<file path="src/rtl/psk_pkg.sv">
// package for the peripheral select and key decode block
// assumes a byte-wide processor bus with 16-bit addresses on one clock
package psk_pkg;

  // ----------------------------------------
  // address decode
  // ----------------------------------------
  localparam logic [11:0] PSK_RANK0_ADDR  = 12'h801;
  localparam logic [11:0] PSK_RANK1_ADDR  = 12'h802;
  localparam logic [11:0] PSK_RANK2_ADDR  = 12'h803;
  localparam logic [11:0] PSK_DISP_ADDR   = 12'h820;
  localparam logic [11:0] PSK_OUTP_ADDR   = 12'h840;
  localparam logic [7:0]  PSK_STRB_HI     = 8'h88;
  localparam logic [3:0]  PSK_TAPE_PAGE   = 4'h9;

  // ----------------------------------------
  // key decode
  // ----------------------------------------
  localparam int          PSK_KEY_COUNT   = 24;
  localparam logic [7:0]  PSK_NO_KEY      = 8'h18;
  localparam logic [7:0]  PSK_IDLE_RANK   = 8'h00;
  localparam logic [7:0]  PSK_DATA_RST    = 8'h00;

  typedef enum logic [1:0] {PSK_ST_IDLE, PSK_ST_SCAN, PSK_ST_DONE} psk_state_t;

endpackage : psk_pkg

</file>
<file path="src/rtl/psk_key_if.sv">
// interface joining the select top and the key decode module
// assumes both ends on clk
`timescale 1ns/100ps
`default_nettype none
interface psk_key_if;
  logic        start;
  logic [23:0] keys;
  logic        busy;
  logic        done;
  logic [7:0]  key_a;
  logic [7:0]  key_y;
  logic [7:0]  index;
  logic        new_key;

  modport top (output start, output keys, input busy, input done, input key_a, input key_y, input index,
               input new_key);
  modport dec (input start, input keys, output busy, output done, output key_a, output key_y, output index,
               output new_key);
endinterface : psk_key_if
`default_nettype wire

</file>
<file path="src/rtl/psk_select_top.sv">
// peripheral select decoder and keyboard read path
// assumes processor address, data, rw and phase2 on clk; keys from pins
`timescale 1ns/100ps
`default_nettype none
// How it works
// - untouched rank reads as zero byte
// - rank r bit n is key 8r+n, one-hot
// - decode returns key in two results
// - no key gives hex 18 code
// - different key clears new-key flag
// - release to no-key never clears the flag
// - strobe low on x880 to x8F0 accesses
// - display select low on x820 writes
// - output port select low on x840 writes
// - tape select low on x9xx writes only
// - connector data lines ascend lsb to msb
// - enables come from memory accesses only
// - top address nibble is ignored
// - ranks at x801, x802, x803
// - output select loads output port latches
module psk_select_top
  import psk_pkg::*;
(
  input  wire logic        clk,
  input  wire logic        rstn,
  input  wire logic [15:0] cpu_addr,
  input  wire logic [7:0]  cpu_wdata,
  input  wire logic        cpu_rw,
  input  wire logic        cpu_phase2,
  output logic [7:0]       cpu_rdata,
  output logic             cpu_rvalid,
  input  wire logic [23:0] key_pins,
  input  wire logic        scan_start,
  output logic             scan_busy,
  output logic             scan_done,
  output logic [7:0]       key_code_a,
  output logic [7:0]       key_code_y,
  output logic [7:0]       key_index,
  output logic             new_key,
  output logic [7:0]       connector_data_lines,
  output logic             strobe_select_n,
  output logic             display_select_n,
  output logic             output_port_select_n,
  output logic             tape_select_n,
  output logic [7:0]       output_port_data
);

  psk_key_if kif ();

  logic [23:0] key_s1_r;
  logic [23:0] key_s2_r;
  logic [23:0] key_s3_r;
  logic [23:0] key_r;
  logic        strb_nxt;
  logic        disp_nxt;
  logic        outp_nxt;
  logic        tape_nxt;
  logic        access;
  logic        wr;
  logic [11:0] low_addr;
  logic [7:0]  rank_nxt;

  // ----------------------------------------
  // key pin synchroniser, change taken when stages 2 and 3 agree
  // ----------------------------------------
  always_ff @(posedge clk)
  begin
    if (!rstn)
    begin
      key_s1_r <= 24'h000000;
      key_s2_r <= 24'h000000;
      key_s3_r <= 24'h000000;
      key_r    <= 24'h000000;
    end
    else
    begin
      key_s1_r <= key_pins;
      key_s2_r <= key_s1_r;
      key_s3_r <= key_s2_r;
      for (int i = 0; i < PSK_KEY_COUNT; i++)
        if (key_s2_r[i] == key_s3_r[i])
          key_r[i] <= key_s3_r[i];
    end
  end

  // ----------------------------------------
  // address decode
  // ----------------------------------------
  assign low_addr = cpu_addr[11:0];
  assign access   = cpu_phase2;
  assign wr       = access && !cpu_rw;

  always_comb
  begin
    strb_nxt = access && (low_addr[11:4] >= PSK_STRB_HI) && (low_addr[11:8] == 4'h8)
               && (low_addr[3:0] == 4'h0);
    disp_nxt = wr && (low_addr == PSK_DISP_ADDR);
    outp_nxt = wr && (low_addr == PSK_OUTP_ADDR);
    tape_nxt = wr && (low_addr[11:8] == PSK_TAPE_PAGE);
  end

  // selects registered, held high in reset and outside phase2
  always_ff @(posedge clk)
  begin
    if (!rstn)
    begin
      strobe_select_n      <= 1'b1;
      display_select_n     <= 1'b1;
      output_port_select_n <= 1'b1;
      tape_select_n        <= 1'b1;
    end
    else
    begin
      strobe_select_n      <= !strb_nxt;
      display_select_n     <= !disp_nxt;
      output_port_select_n <= !outp_nxt;
      tape_select_n        <= !tape_nxt;
    end
  end

  // ----------------------------------------
  // data lines and output port latch
  // ----------------------------------------
  always_ff @(posedge clk)
  begin
    if (!rstn)
    begin
      connector_data_lines <= PSK_DATA_RST;
      output_port_data     <= PSK_DATA_RST;
    end
    else
    begin
      // rank byte taken straight from decode so the lines never lag the read
      connector_data_lines <= cpu_rw ? rank_nxt : cpu_wdata;
      if (!output_port_select_n)
        output_port_data <= connector_data_lines;
    end
  end

  // ----------------------------------------
  // rank read path
  // ----------------------------------------
  // rank byte for an address, zero off the rank map
  function automatic logic [7:0] rank_of(input logic [11:0] a, input logic [23:0] k);
    logic [7:0] r;
    case (a)
      PSK_RANK0_ADDR: r = k[7:0];
      PSK_RANK1_ADDR: r = k[15:8];
      PSK_RANK2_ADDR: r = k[23:16];
      default:        r = PSK_IDLE_RANK;
    endcase
    return r;
  endfunction : rank_of

  // shared by read data and connector lines
  assign rank_nxt = rank_of(low_addr, key_r);

  always_ff @(posedge clk)
  begin
    if (!rstn)
    begin
      cpu_rdata  <= PSK_IDLE_RANK;
      cpu_rvalid <= 1'b0;
    end
    else
    begin
      cpu_rvalid <= access && cpu_rw;
      cpu_rdata  <= rank_nxt;
    end
  end

  // ----------------------------------------
  // key decode
  // ----------------------------------------
  assign kif.start = scan_start;
  assign kif.keys  = key_r;

  psk_key_decode u_dec (
    .clk  (clk),
    .rstn (rstn),
    .kif  (kif)
  );

  assign scan_busy  = kif.busy;
  assign scan_done  = kif.done;
  assign key_code_a = kif.key_a;
  assign key_code_y = kif.key_y;
  assign key_index  = kif.index;
  assign new_key    = kif.new_key;

  a_disp_write : assert property (@(posedge clk) disable iff (!rstn)
    !display_select_n |-> $past(wr && low_addr == PSK_DISP_ADDR))
    else $error("display select without write");
  a_outp_write : assert property (@(posedge clk) disable iff (!rstn)
    (cpu_phase2 && cpu_rw) |=> output_port_select_n)
    else $error("output select on read");
  a_tape_write : assert property (@(posedge clk) disable iff (!rstn)
    (cpu_phase2 && !cpu_rw && cpu_addr[11:8] == 4'h9) |=> !tape_select_n)
    else $error("tape select missing");
  a_strobe_any : assert property (@(posedge clk) disable iff (!rstn)
    (cpu_phase2 && cpu_addr[11:7] == 5'h11 && cpu_addr[3:0] == 4'h0) |=> !strobe_select_n)
    else $error("strobe missing");
  a_phase_idle : assert property (@(posedge clk) disable iff (!rstn)
    !cpu_phase2 |=> (strobe_select_n && display_select_n && output_port_select_n && tape_select_n))
    else $error("select outside phase2");
  a_rank_zero : assert property (@(posedge clk) disable iff (!rstn)
    (low_addr == PSK_RANK0_ADDR && key_r[7:0] == 8'h00) |=> cpu_rdata == 8'h00)
    else $error("idle rank not zero");
  a_outp_load : assert property (@(posedge clk) disable iff (!rstn)
    !output_port_select_n |=> output_port_data == $past(connector_data_lines))
    else $error("port latch not loaded");
  a_conn_read : assert property (@(posedge clk) disable iff (!rstn)
    (cpu_phase2 && cpu_rw) |=> connector_data_lines == cpu_rdata)
    else $error("connector lost read data");
  a_rank_map : assert property (@(posedge clk) disable iff (!rstn)
    (low_addr == PSK_RANK1_ADDR) |=> cpu_rdata == $past(key_r[15:8]))
    else $error("rank byte misplaced");
  a_read_quiet : assert property (@(posedge clk) disable iff (!rstn)
    (cpu_phase2 && cpu_rw) |=> (display_select_n && tape_select_n))
    else $error("write select on read");

endmodule : psk_select_top
`default_nettype wire

</file>
<file path="src/rtl/psk_key_decode.sv">
// whole-keyboard decode: scans 24 key lines, returns key number twice
// assumes key lines already synchronised by the caller
`timescale 1ns/100ps
`default_nettype none
module psk_key_decode
  import psk_pkg::*;
(
  input  wire logic clk,
  input  wire logic rstn,
  psk_key_if.dec    kif
);

  psk_state_t state_r;
  logic [7:0] idx_r;
  logic [7:0] found_r;
  logic [7:0] prev_r;
  logic [7:0] key_a_r;
  logic [7:0] key_y_r;
  logic       flag_r;
  logic [23:0] keys_r;

  // ----------------------------------------
  // scan walk, one key per cycle, lowest key wins
  // ----------------------------------------
  always_ff @(posedge clk)
  begin
    if (!rstn)
    begin
      state_r <= PSK_ST_IDLE;
      idx_r   <= 8'h00;
      found_r <= PSK_NO_KEY;
      keys_r  <= 24'h000000;
    end
    else
    begin
      case (state_r)
        PSK_ST_IDLE:
        begin
          if (kif.start)
          begin
            state_r <= PSK_ST_SCAN;
            idx_r   <= 8'h00;
            found_r <= PSK_NO_KEY;
            keys_r  <= kif.keys;
          end
        end
        PSK_ST_SCAN:
        begin
          if (keys_r[idx_r[4:0]] && found_r == PSK_NO_KEY)
            found_r <= idx_r;
          if (idx_r == 8'(PSK_KEY_COUNT - 1))
            state_r <= PSK_ST_DONE;
          else
            idx_r <= idx_r + 8'h01;
        end
        PSK_ST_DONE:
          state_r <= PSK_ST_IDLE;
        default:
          state_r <= PSK_ST_IDLE;
      endcase
    end
  end

  // ----------------------------------------
  // results and new-key flag
  // ----------------------------------------
  always_ff @(posedge clk)
  begin
    if (!rstn)
    begin
      prev_r  <= PSK_NO_KEY;
      key_a_r <= PSK_NO_KEY;
      key_y_r <= PSK_NO_KEY;
      flag_r  <= 1'b1;
    end
    else if (state_r == PSK_ST_DONE)
    begin
      key_a_r <= found_r;
      key_y_r <= found_r;
      prev_r  <= found_r;
      // release to no-key keeps the flag, only a fresh key clears it
      if (found_r != prev_r && found_r != PSK_NO_KEY)
        flag_r <= 1'b0;
      else
        flag_r <= 1'b1;
    end
  end

  assign kif.busy    = (state_r != PSK_ST_IDLE);
  assign kif.done    = (state_r == PSK_ST_DONE);
  assign kif.key_a   = key_a_r;
  assign kif.key_y   = key_y_r;
  assign kif.index   = idx_r; // scratch, no key meaning
  assign kif.new_key = ~flag_r;

  a_nokey_code : assert property (@(posedge clk) disable iff (!rstn)
    (kif.start && !kif.busy && kif.keys == 24'h000000) |-> ##26 (key_a_r == PSK_NO_KEY && key_y_r == PSK_NO_KEY))
    else $error("no-key code missing");
  a_both_equal : assert property (@(posedge clk) disable iff (!rstn)
    (state_r == PSK_ST_DONE) |=> (key_a_r == $past(found_r) && key_y_r == $past(found_r)))
    else $error("result copies differ");
  a_same_keeps : assert property (@(posedge clk) disable iff (!rstn)
    (state_r == PSK_ST_DONE && found_r == prev_r) |=> flag_r)
    else $error("held key cleared flag");
  a_new_clears : assert property (@(posedge clk) disable iff (!rstn)
    (state_r == PSK_ST_DONE && found_r != prev_r && found_r != PSK_NO_KEY) |=> !flag_r)
    else $error("new key kept flag");
  a_release_keeps : assert property (@(posedge clk) disable iff (!rstn)
    (state_r == PSK_ST_DONE && found_r == PSK_NO_KEY) |=> flag_r)
    else $error("release cleared flag");
  a_prev_track : assert property (@(posedge clk) disable iff (!rstn)
    (state_r == PSK_ST_DONE) |=> (prev_r == $past(found_r)))
    else $error("previous key not updated");

endmodule : psk_key_decode
`default_nettype wire

</file>
<file path="config.mk">
export PLATFORM = sky130hd
export DESIGN_NAME = psk_select_top
export DESIGN_NICKNAME = d
export VERILOG_FILES = /design/src/rtl/psk_pkg.sv /design/src/rtl/psk_key_if.sv /design/src/rtl/psk_select_top.sv /design/src/rtl/psk_key_decode.sv
export SDC_FILE = /design/constraint.sdc
export NUM_CORES = 1
export LEC_CHECK = 0
export BUFFER_PORTS_ARGS = -buffer_cell sky130_fd_sc_hd__clkbuf_2
export CORE_MARGIN = 8
export CORE_UTILIZATION = 30
export CTS_BUF_LIST = sky130_fd_sc_hd__clkbuf_2 sky130_fd_sc_hd__clkbuf_4 sky130_fd_sc_hd__clkbuf_8
export DETAILED_ROUTE_END_ITERATION = 10
export PLACE_DENSITY_LB_ADDON = 0.25
export SETUP_SLACK_MARGIN = 0.4
export SLEW_MARGIN = 10
export SYNTH_ARGS = -nofsm -noshare
export SYNTH_HDL_FRONTEND = slang
export SYNTH_SLANG_ARGS = --single-unit
</file>
<file path="constraint.sdc">
create_clock -name clk -period 2.1 [get_ports clk]
set_input_delay 0.21 -clock clk [delete_from_list [all_inputs] [get_ports clk]]
set_output_delay 0.21 -clock clk [all_outputs]
set_load 0.01 [all_outputs]
</file>
Yosys cells after proc, flatten, opt, wreduce, memory -nomap -nowiden
Index checks and enable logic that the tools add are counted.
- $add $sub $neg: 1
- magnitude comparators: 2
- eq/ne operators: 41
- muxes and demuxes: 14
- bitwise operators: 1
- reductions and logical operators: 23
- operators by type and width (operator ; count):
    == test 12 bit, second input constant ; 5
    2-to-1 mux 8 bit ; 5
    one-hot mux 8 bit (2 select lines) ; 2
    == test 1 bit ; 24
    one-hot mux 8 bit (3 select lines) ; 1
    == test 8 x 5 -> 1 bit, second input constant ; 2
    logical AND 1 bit ; 10
    adder 8 x 1 -> 8 bit, second input constant ; 1
    == test 4 bit, second input constant ; 2
    >= comparator 8 bit, second input constant ; 1
    inequality test 8 x 5 -> 1 bit, second input constant ; 1
    inequality test 8 bit ; 1
    < comparator 5 x 6 -> 1 bit, second input constant ; 1
    AND reduction 3 bit ; 2
    binary-select mux 1 bit (select 5 bit) ; 1
    logical NOT 1 bit ; 5
    logical NOT 4 bit ; 1
    2-to-1 mux 2 bit ; 2
    inequality test 2 x 1 -> 1 bit, second input constant ; 2
    inequality test 2 bit, second input constant ; 2
    one-hot mux 2 bit (2 select lines) ; 1
    AND reduction 2 bit ; 2
    nonzero test 2 bit ; 2
    == test 2 x 1 -> 1 bit, second input constant ; 1
    other kinds (4) ; 5
- flip-flop bits (word level): 176
- bits of input ports: 53
- output and inout port bits: 56

Longest topological paths before layout
- depth in word-level cells: 5
- depth in mapped cells: 7
- gate-level depth less buffers: 6

Modules after synthesis
Synthesis repeated with hierarchy kept, for this count alone.
- cells, all modules: 627
- area, all modules: 6347.3 µm²
- by module, submodules not included (module ; times used ; cells each ; area each (µm²) ; seq. area each (µm²)):
    psk_select_top ; 1 ; 365 ; 3996.3 ; 2502.4
    psk_key_decode ; 1 ; 262 ; 2351.0 ; 1021.0

Worst setup path before layout
No wires, ideal clock.
- path kind: reg2reg
- start: register u_dec.idx_r[1], in the netlist u_dec.kif.index[1]
- end: register u_dec.found_r[1]
- arrival time: 1.831 ns
- data required time: 1.983 ns
- path slack: 0.153 ns
- stages on the path, launching flop included: 6
- path buffers: 1
- cell sequence: dfxtp_1 clkbuf_1 mux4_2 o2111ai_1 o211ai_2 a22o_1
- cells in the longest elaborated chain, start to end: 5
- elaborated cells between the ends (all ways): 7
- classes of those cells: 1 x eq/ne; 4 x mux; 2 x reduce/logical
- RTL lines (what ; line ; source):
    from (decl) ; psk_key_decode.sv:14 ; logic [7:0] idx_r;
    from (signal assigned) ; psk_key_decode.sv:54 ; idx_r <= idx_r + 8'h01;
    binary-select mux 1 bit (select 5 bit) ; psk_key_decode.sv:49 ; if (keys_r[idx_r[4:0]] && found_r == PSK_NO_KEY)
    2-to-1 mux 1 bit (not written as such) ; psk_key_decode.sv:49 ;
    logical AND 1 bit ; psk_key_decode.sv:49 ;
    inequality test 2 x 1 -> 1 bit (no line) ; n/a ;
    AND reduction 3 bit (no line) ; n/a ;
    to (signal assigned) ; psk_key_decode.sv:50 ; found_r <= idx_r;
    to (decl) ; psk_key_decode.sv:15 ; logic [7:0] found_r;
Several ways; a longest one is shown, not always the timed one. The select of a mux whose other input is x is not followed.
A chain may end at the register's enable or synchronous reset.

Worst setup path in the final report
- start: register u_dec.found_r[0]
- end: register u_dec.found_r[4]
- cells in the longest elaborated chain, start to end: 4
- RTL lines (what ; line):
    == test 8 x 5 -> 1 bit ; psk_key_decode.sv:49
    logical AND 1 bit ; psk_key_decode.sv:49
    inequality test 2 x 1 -> 1 bit (no line) ; n/a
    AND reduction 3 bit (no line) ; n/a
Every way passes these cells.

==> impl_metrics.tcl <==
set metrics [dict create \
    worst-path-max-fanout 2 \
    die-area_um2 25700 \
    period_share_pct 81.5 \
    crit_cells 5 \
    viasPerCell 4.32 \
    grt_pass1_wl_mm 23.5 \
    cp_top_family "simple AND/OR/NAND/NOR gates" \
    grt_max_degree 160 \
    ys_seq_area_share_pct 56.4 \
    grt_util_all_layers_pct 11.3 \
    dpl.cell_count 976 \
    setup_viol 0 \
    area_growth_pct 24.5 \
    clk_latency_ns 0.46 \
    layout_common_cells "174 x dfxtp_1, 103 x clkbuf_2, 102 x nand2_1" \
    endpoint_kind "flip-flop" \
    final.setup.tns_ns 0 \
    start_util_pct 30.1 \
    synth_warnings 0 \
    synthFlopType "dfxtp_1" \
    first_iter_violations 215 \
    grt_pass1_vias 4532 \
    synthArstFlopShare_pct 0 \
    die_x_um 160 \
    peakVddDrop_uv 441 \
    worst_ep_required_time_ns 2.45 \
    maxCapViolCount 0 \
    synth_nets 687 \
    portBuffers 104 \
    synth_cell_types 48 \
    core_um2 20800 \
    fin_util_pct 37.5 \
    outcome "complete, no violations" \
    tritoncts "done" \
    cts_buffer_depth 2 \
    synth-seq-cells 176 \
    htree_levels 4 \
    fmax_mhz 584 \
    crit_type "flip-flop to flip-flop" \
    row_count 53 \
    clkTransAtPathRegs_ns 0.10 \
    r2r_start "u_dec.found_r[0]" \
    seqCellArea_um2 3530 \
    worstPathArrival_ns 2.06 \
    cts_root_buf "clkbuf_8" \
    hold_viol_final 0 \
    wl_met3_um 581 \
    min_to "tape_select_n" \
    drive_gt1_share_pct 21.4 \
    layout_commonest_cell "dfxtp_1" \
    stdcell_count 1041 \
    slew_headroom_pct 59.8 \
    synth_edf_count 0 \
    rsz0062_at_grt "yes" \
    nNetsFinal 808 \
    holdPathStages 2 \
    slowest_delay_ns 0.56 \
    reg2reg_to "u_dec.found_r[4]" \
    gp_congestion 0.752 \
    die_height_um 160 \
    finClkSkew_ns 0.0162 \
    slew_violations 0 \
    power.density_nw_per_um2 775 \
    routedWlPerCell_um 13.6 \
    drtAntennaViolNets 0 \
    holdWs_ns 0.0495 \
    crit_chain "or4_4 -> nor4_4 -> nand4_1 -> buf_4 -> o221a_2" \
    synth_area_um2 6250 \
    antenna_found_initial 0 \
    hold_path_class "primary input to flip-flop" \
    min_period_ns 1.71 \
    syn_inst 633 \
    r2r_cells 5 \
    wl_met1_mm 6.78 \
    dp_hpwl_mm 9.67 \
    drc 0 \
    cts.sinks 176 \
    overflow 0 \
    first_pass_iters 4 \
    wirelength_mm 14.2 \
    ff2ff_setup_slack_ns 0.39 \
    min_from "cpu_addr[8]" \
    crit_path_start_kind "flip-flop" \
    synth_area_per_cell_um2 9.87 \
    slowest_stage "or4_4" \
    p_leak_nw 3.06 \
    cts_buffers 17 \
    nFillCells 2099 \
    io_pins 109 \
    worst_pin_slew_ns 0.603 \
    critPathBufInv 1 \
    wl_met2_mm 6.63 \
    top_layer "met4" \
    multi_input_area_um2 2560 \
    via_count 4501 \
    diodes 0 \
]
-- state kept, by name, summed over array words and instances, names as in the netlist, 2 cells and up --
register	flops
key_r	24
key_s1_r	24
key_s2_r	24
key_s3_r	24
u_dec.keys_r	24
connector_data_lines	8
cpu_rdata	8
output_port_data	8
u_dec.found_r	8
u_dec.kif.index	8
u_dec.kif.key_a	8
u_dec.state_r	2
-- kinds of logic (layout without fill, tap and decap cells) --
family | after synthesis | count (layout) | share of synthesized area, %
AOI/OAI and AO/OA | 135 | 135 | 14.9
xor gates and xnor gates | 14 | 14 | 1.96
DFF | 176 | 176 | 56.4
adders and majority gates | 1 | 1 | 0.200
muxes | 18 | 18 | 3.28
and+or+nand+nor | 239 | 239 | 19.7
buffers and inverters | 50 | 183 | 3.58
-- final cells by class --
cell class | instances | share of cell area (%)
clock buffers | 19 | 3.28
clock inverters | 12 | 1.66
inverters | 6 | 0.322
multi-input cells | 407 | 32.9
flip-flops and latches | 176 | 45.4
well taps | 275 | 4.42
repair buffers | 146 | 12.1
-- timing repair --
action | in CTS | in global routing
gates resized for setup | 10 | 3
setup endpoints to repair | 12 | 12
hold buffers | 30 | 0
pin swaps | 8 | 3
endpoints found under the hold margin | 28 | 0
setup buffers | 3 | 1
-- synth_stat cells, types with 4 or more instances --
master    number  area share (%)
a21boi_0      63             7.6
a22o_1         6            0.84
a22oi_1       10             1.2
a31oi_1        8            0.80
and2_1        75             7.5
and3_1         4            0.40
buf_2          5            0.40
buf_4          8            0.96
clkbuf_1      30             1.8
dfxtp_1      176              56
inv_1          5            0.30
mux2i_1       16             2.6
nand2_1      102             6.1
nand3_1        7            0.56
nor2_1        14            0.84
nor2b_1       11             1.1
nor4_1         4            0.40
o21ai_0       36             2.9
xnor2_1        5            0.70
xor2_1         9             1.3
-- power breakdown --
| part | switching [mW] | internal [mW] |
|---|---|---|
| Combinational | 0.160 | 0.165 |
| Sequential | 0.0362 | 3.41 |
| Clock | 1.26 | 1.00 |
-- routing by layer --
metal	track usage [%]	up-vias
li1	-	2369
met3	3.81	9
met2	17.8	72
met1	14.3	2051
met5	0	-
met4	3.31	0
-- metrics by stage --
| step | power (mW) | instance area, um^2 | setup WS (ns) |
|---|---|---|---|
| 3_3_place_gp | 3.80 | 7010 | 0.121 |
| 5_1_grt | 6.30 | 7780 | 0.311 |
| 2_1_floorplan | 3.68 | 6270 | 0.402 |
| 6_report | 6.03 | 7780 | 0.389 |
| 3_5_place_dp | 3.80 | 7010 | 0.120 |
| 4_1_cts | 6.12 | 7750 | 0.358 |
-- how the worst max path moves through the flow --
stage          slack (ns)                      end        startpoint
2_1_floorplan        0.40         u_dec.found_r[0]  u_dec.found_r[7]
3_3_place_gp         0.12  connector_data_lines[3]       cpu_addr[7]
3_5_place_dp         0.12  connector_data_lines[2]       cpu_addr[7]
4_1_cts              0.36         u_dec.found_r[1]  u_dec.found_r[0]
5_1_grt              0.31         u_dec.found_r[1]  u_dec.found_r[0]
6_report             0.39         u_dec.found_r[4]  u_dec.found_r[0]
No activity file was read; power rests on OpenSTA's default activity.
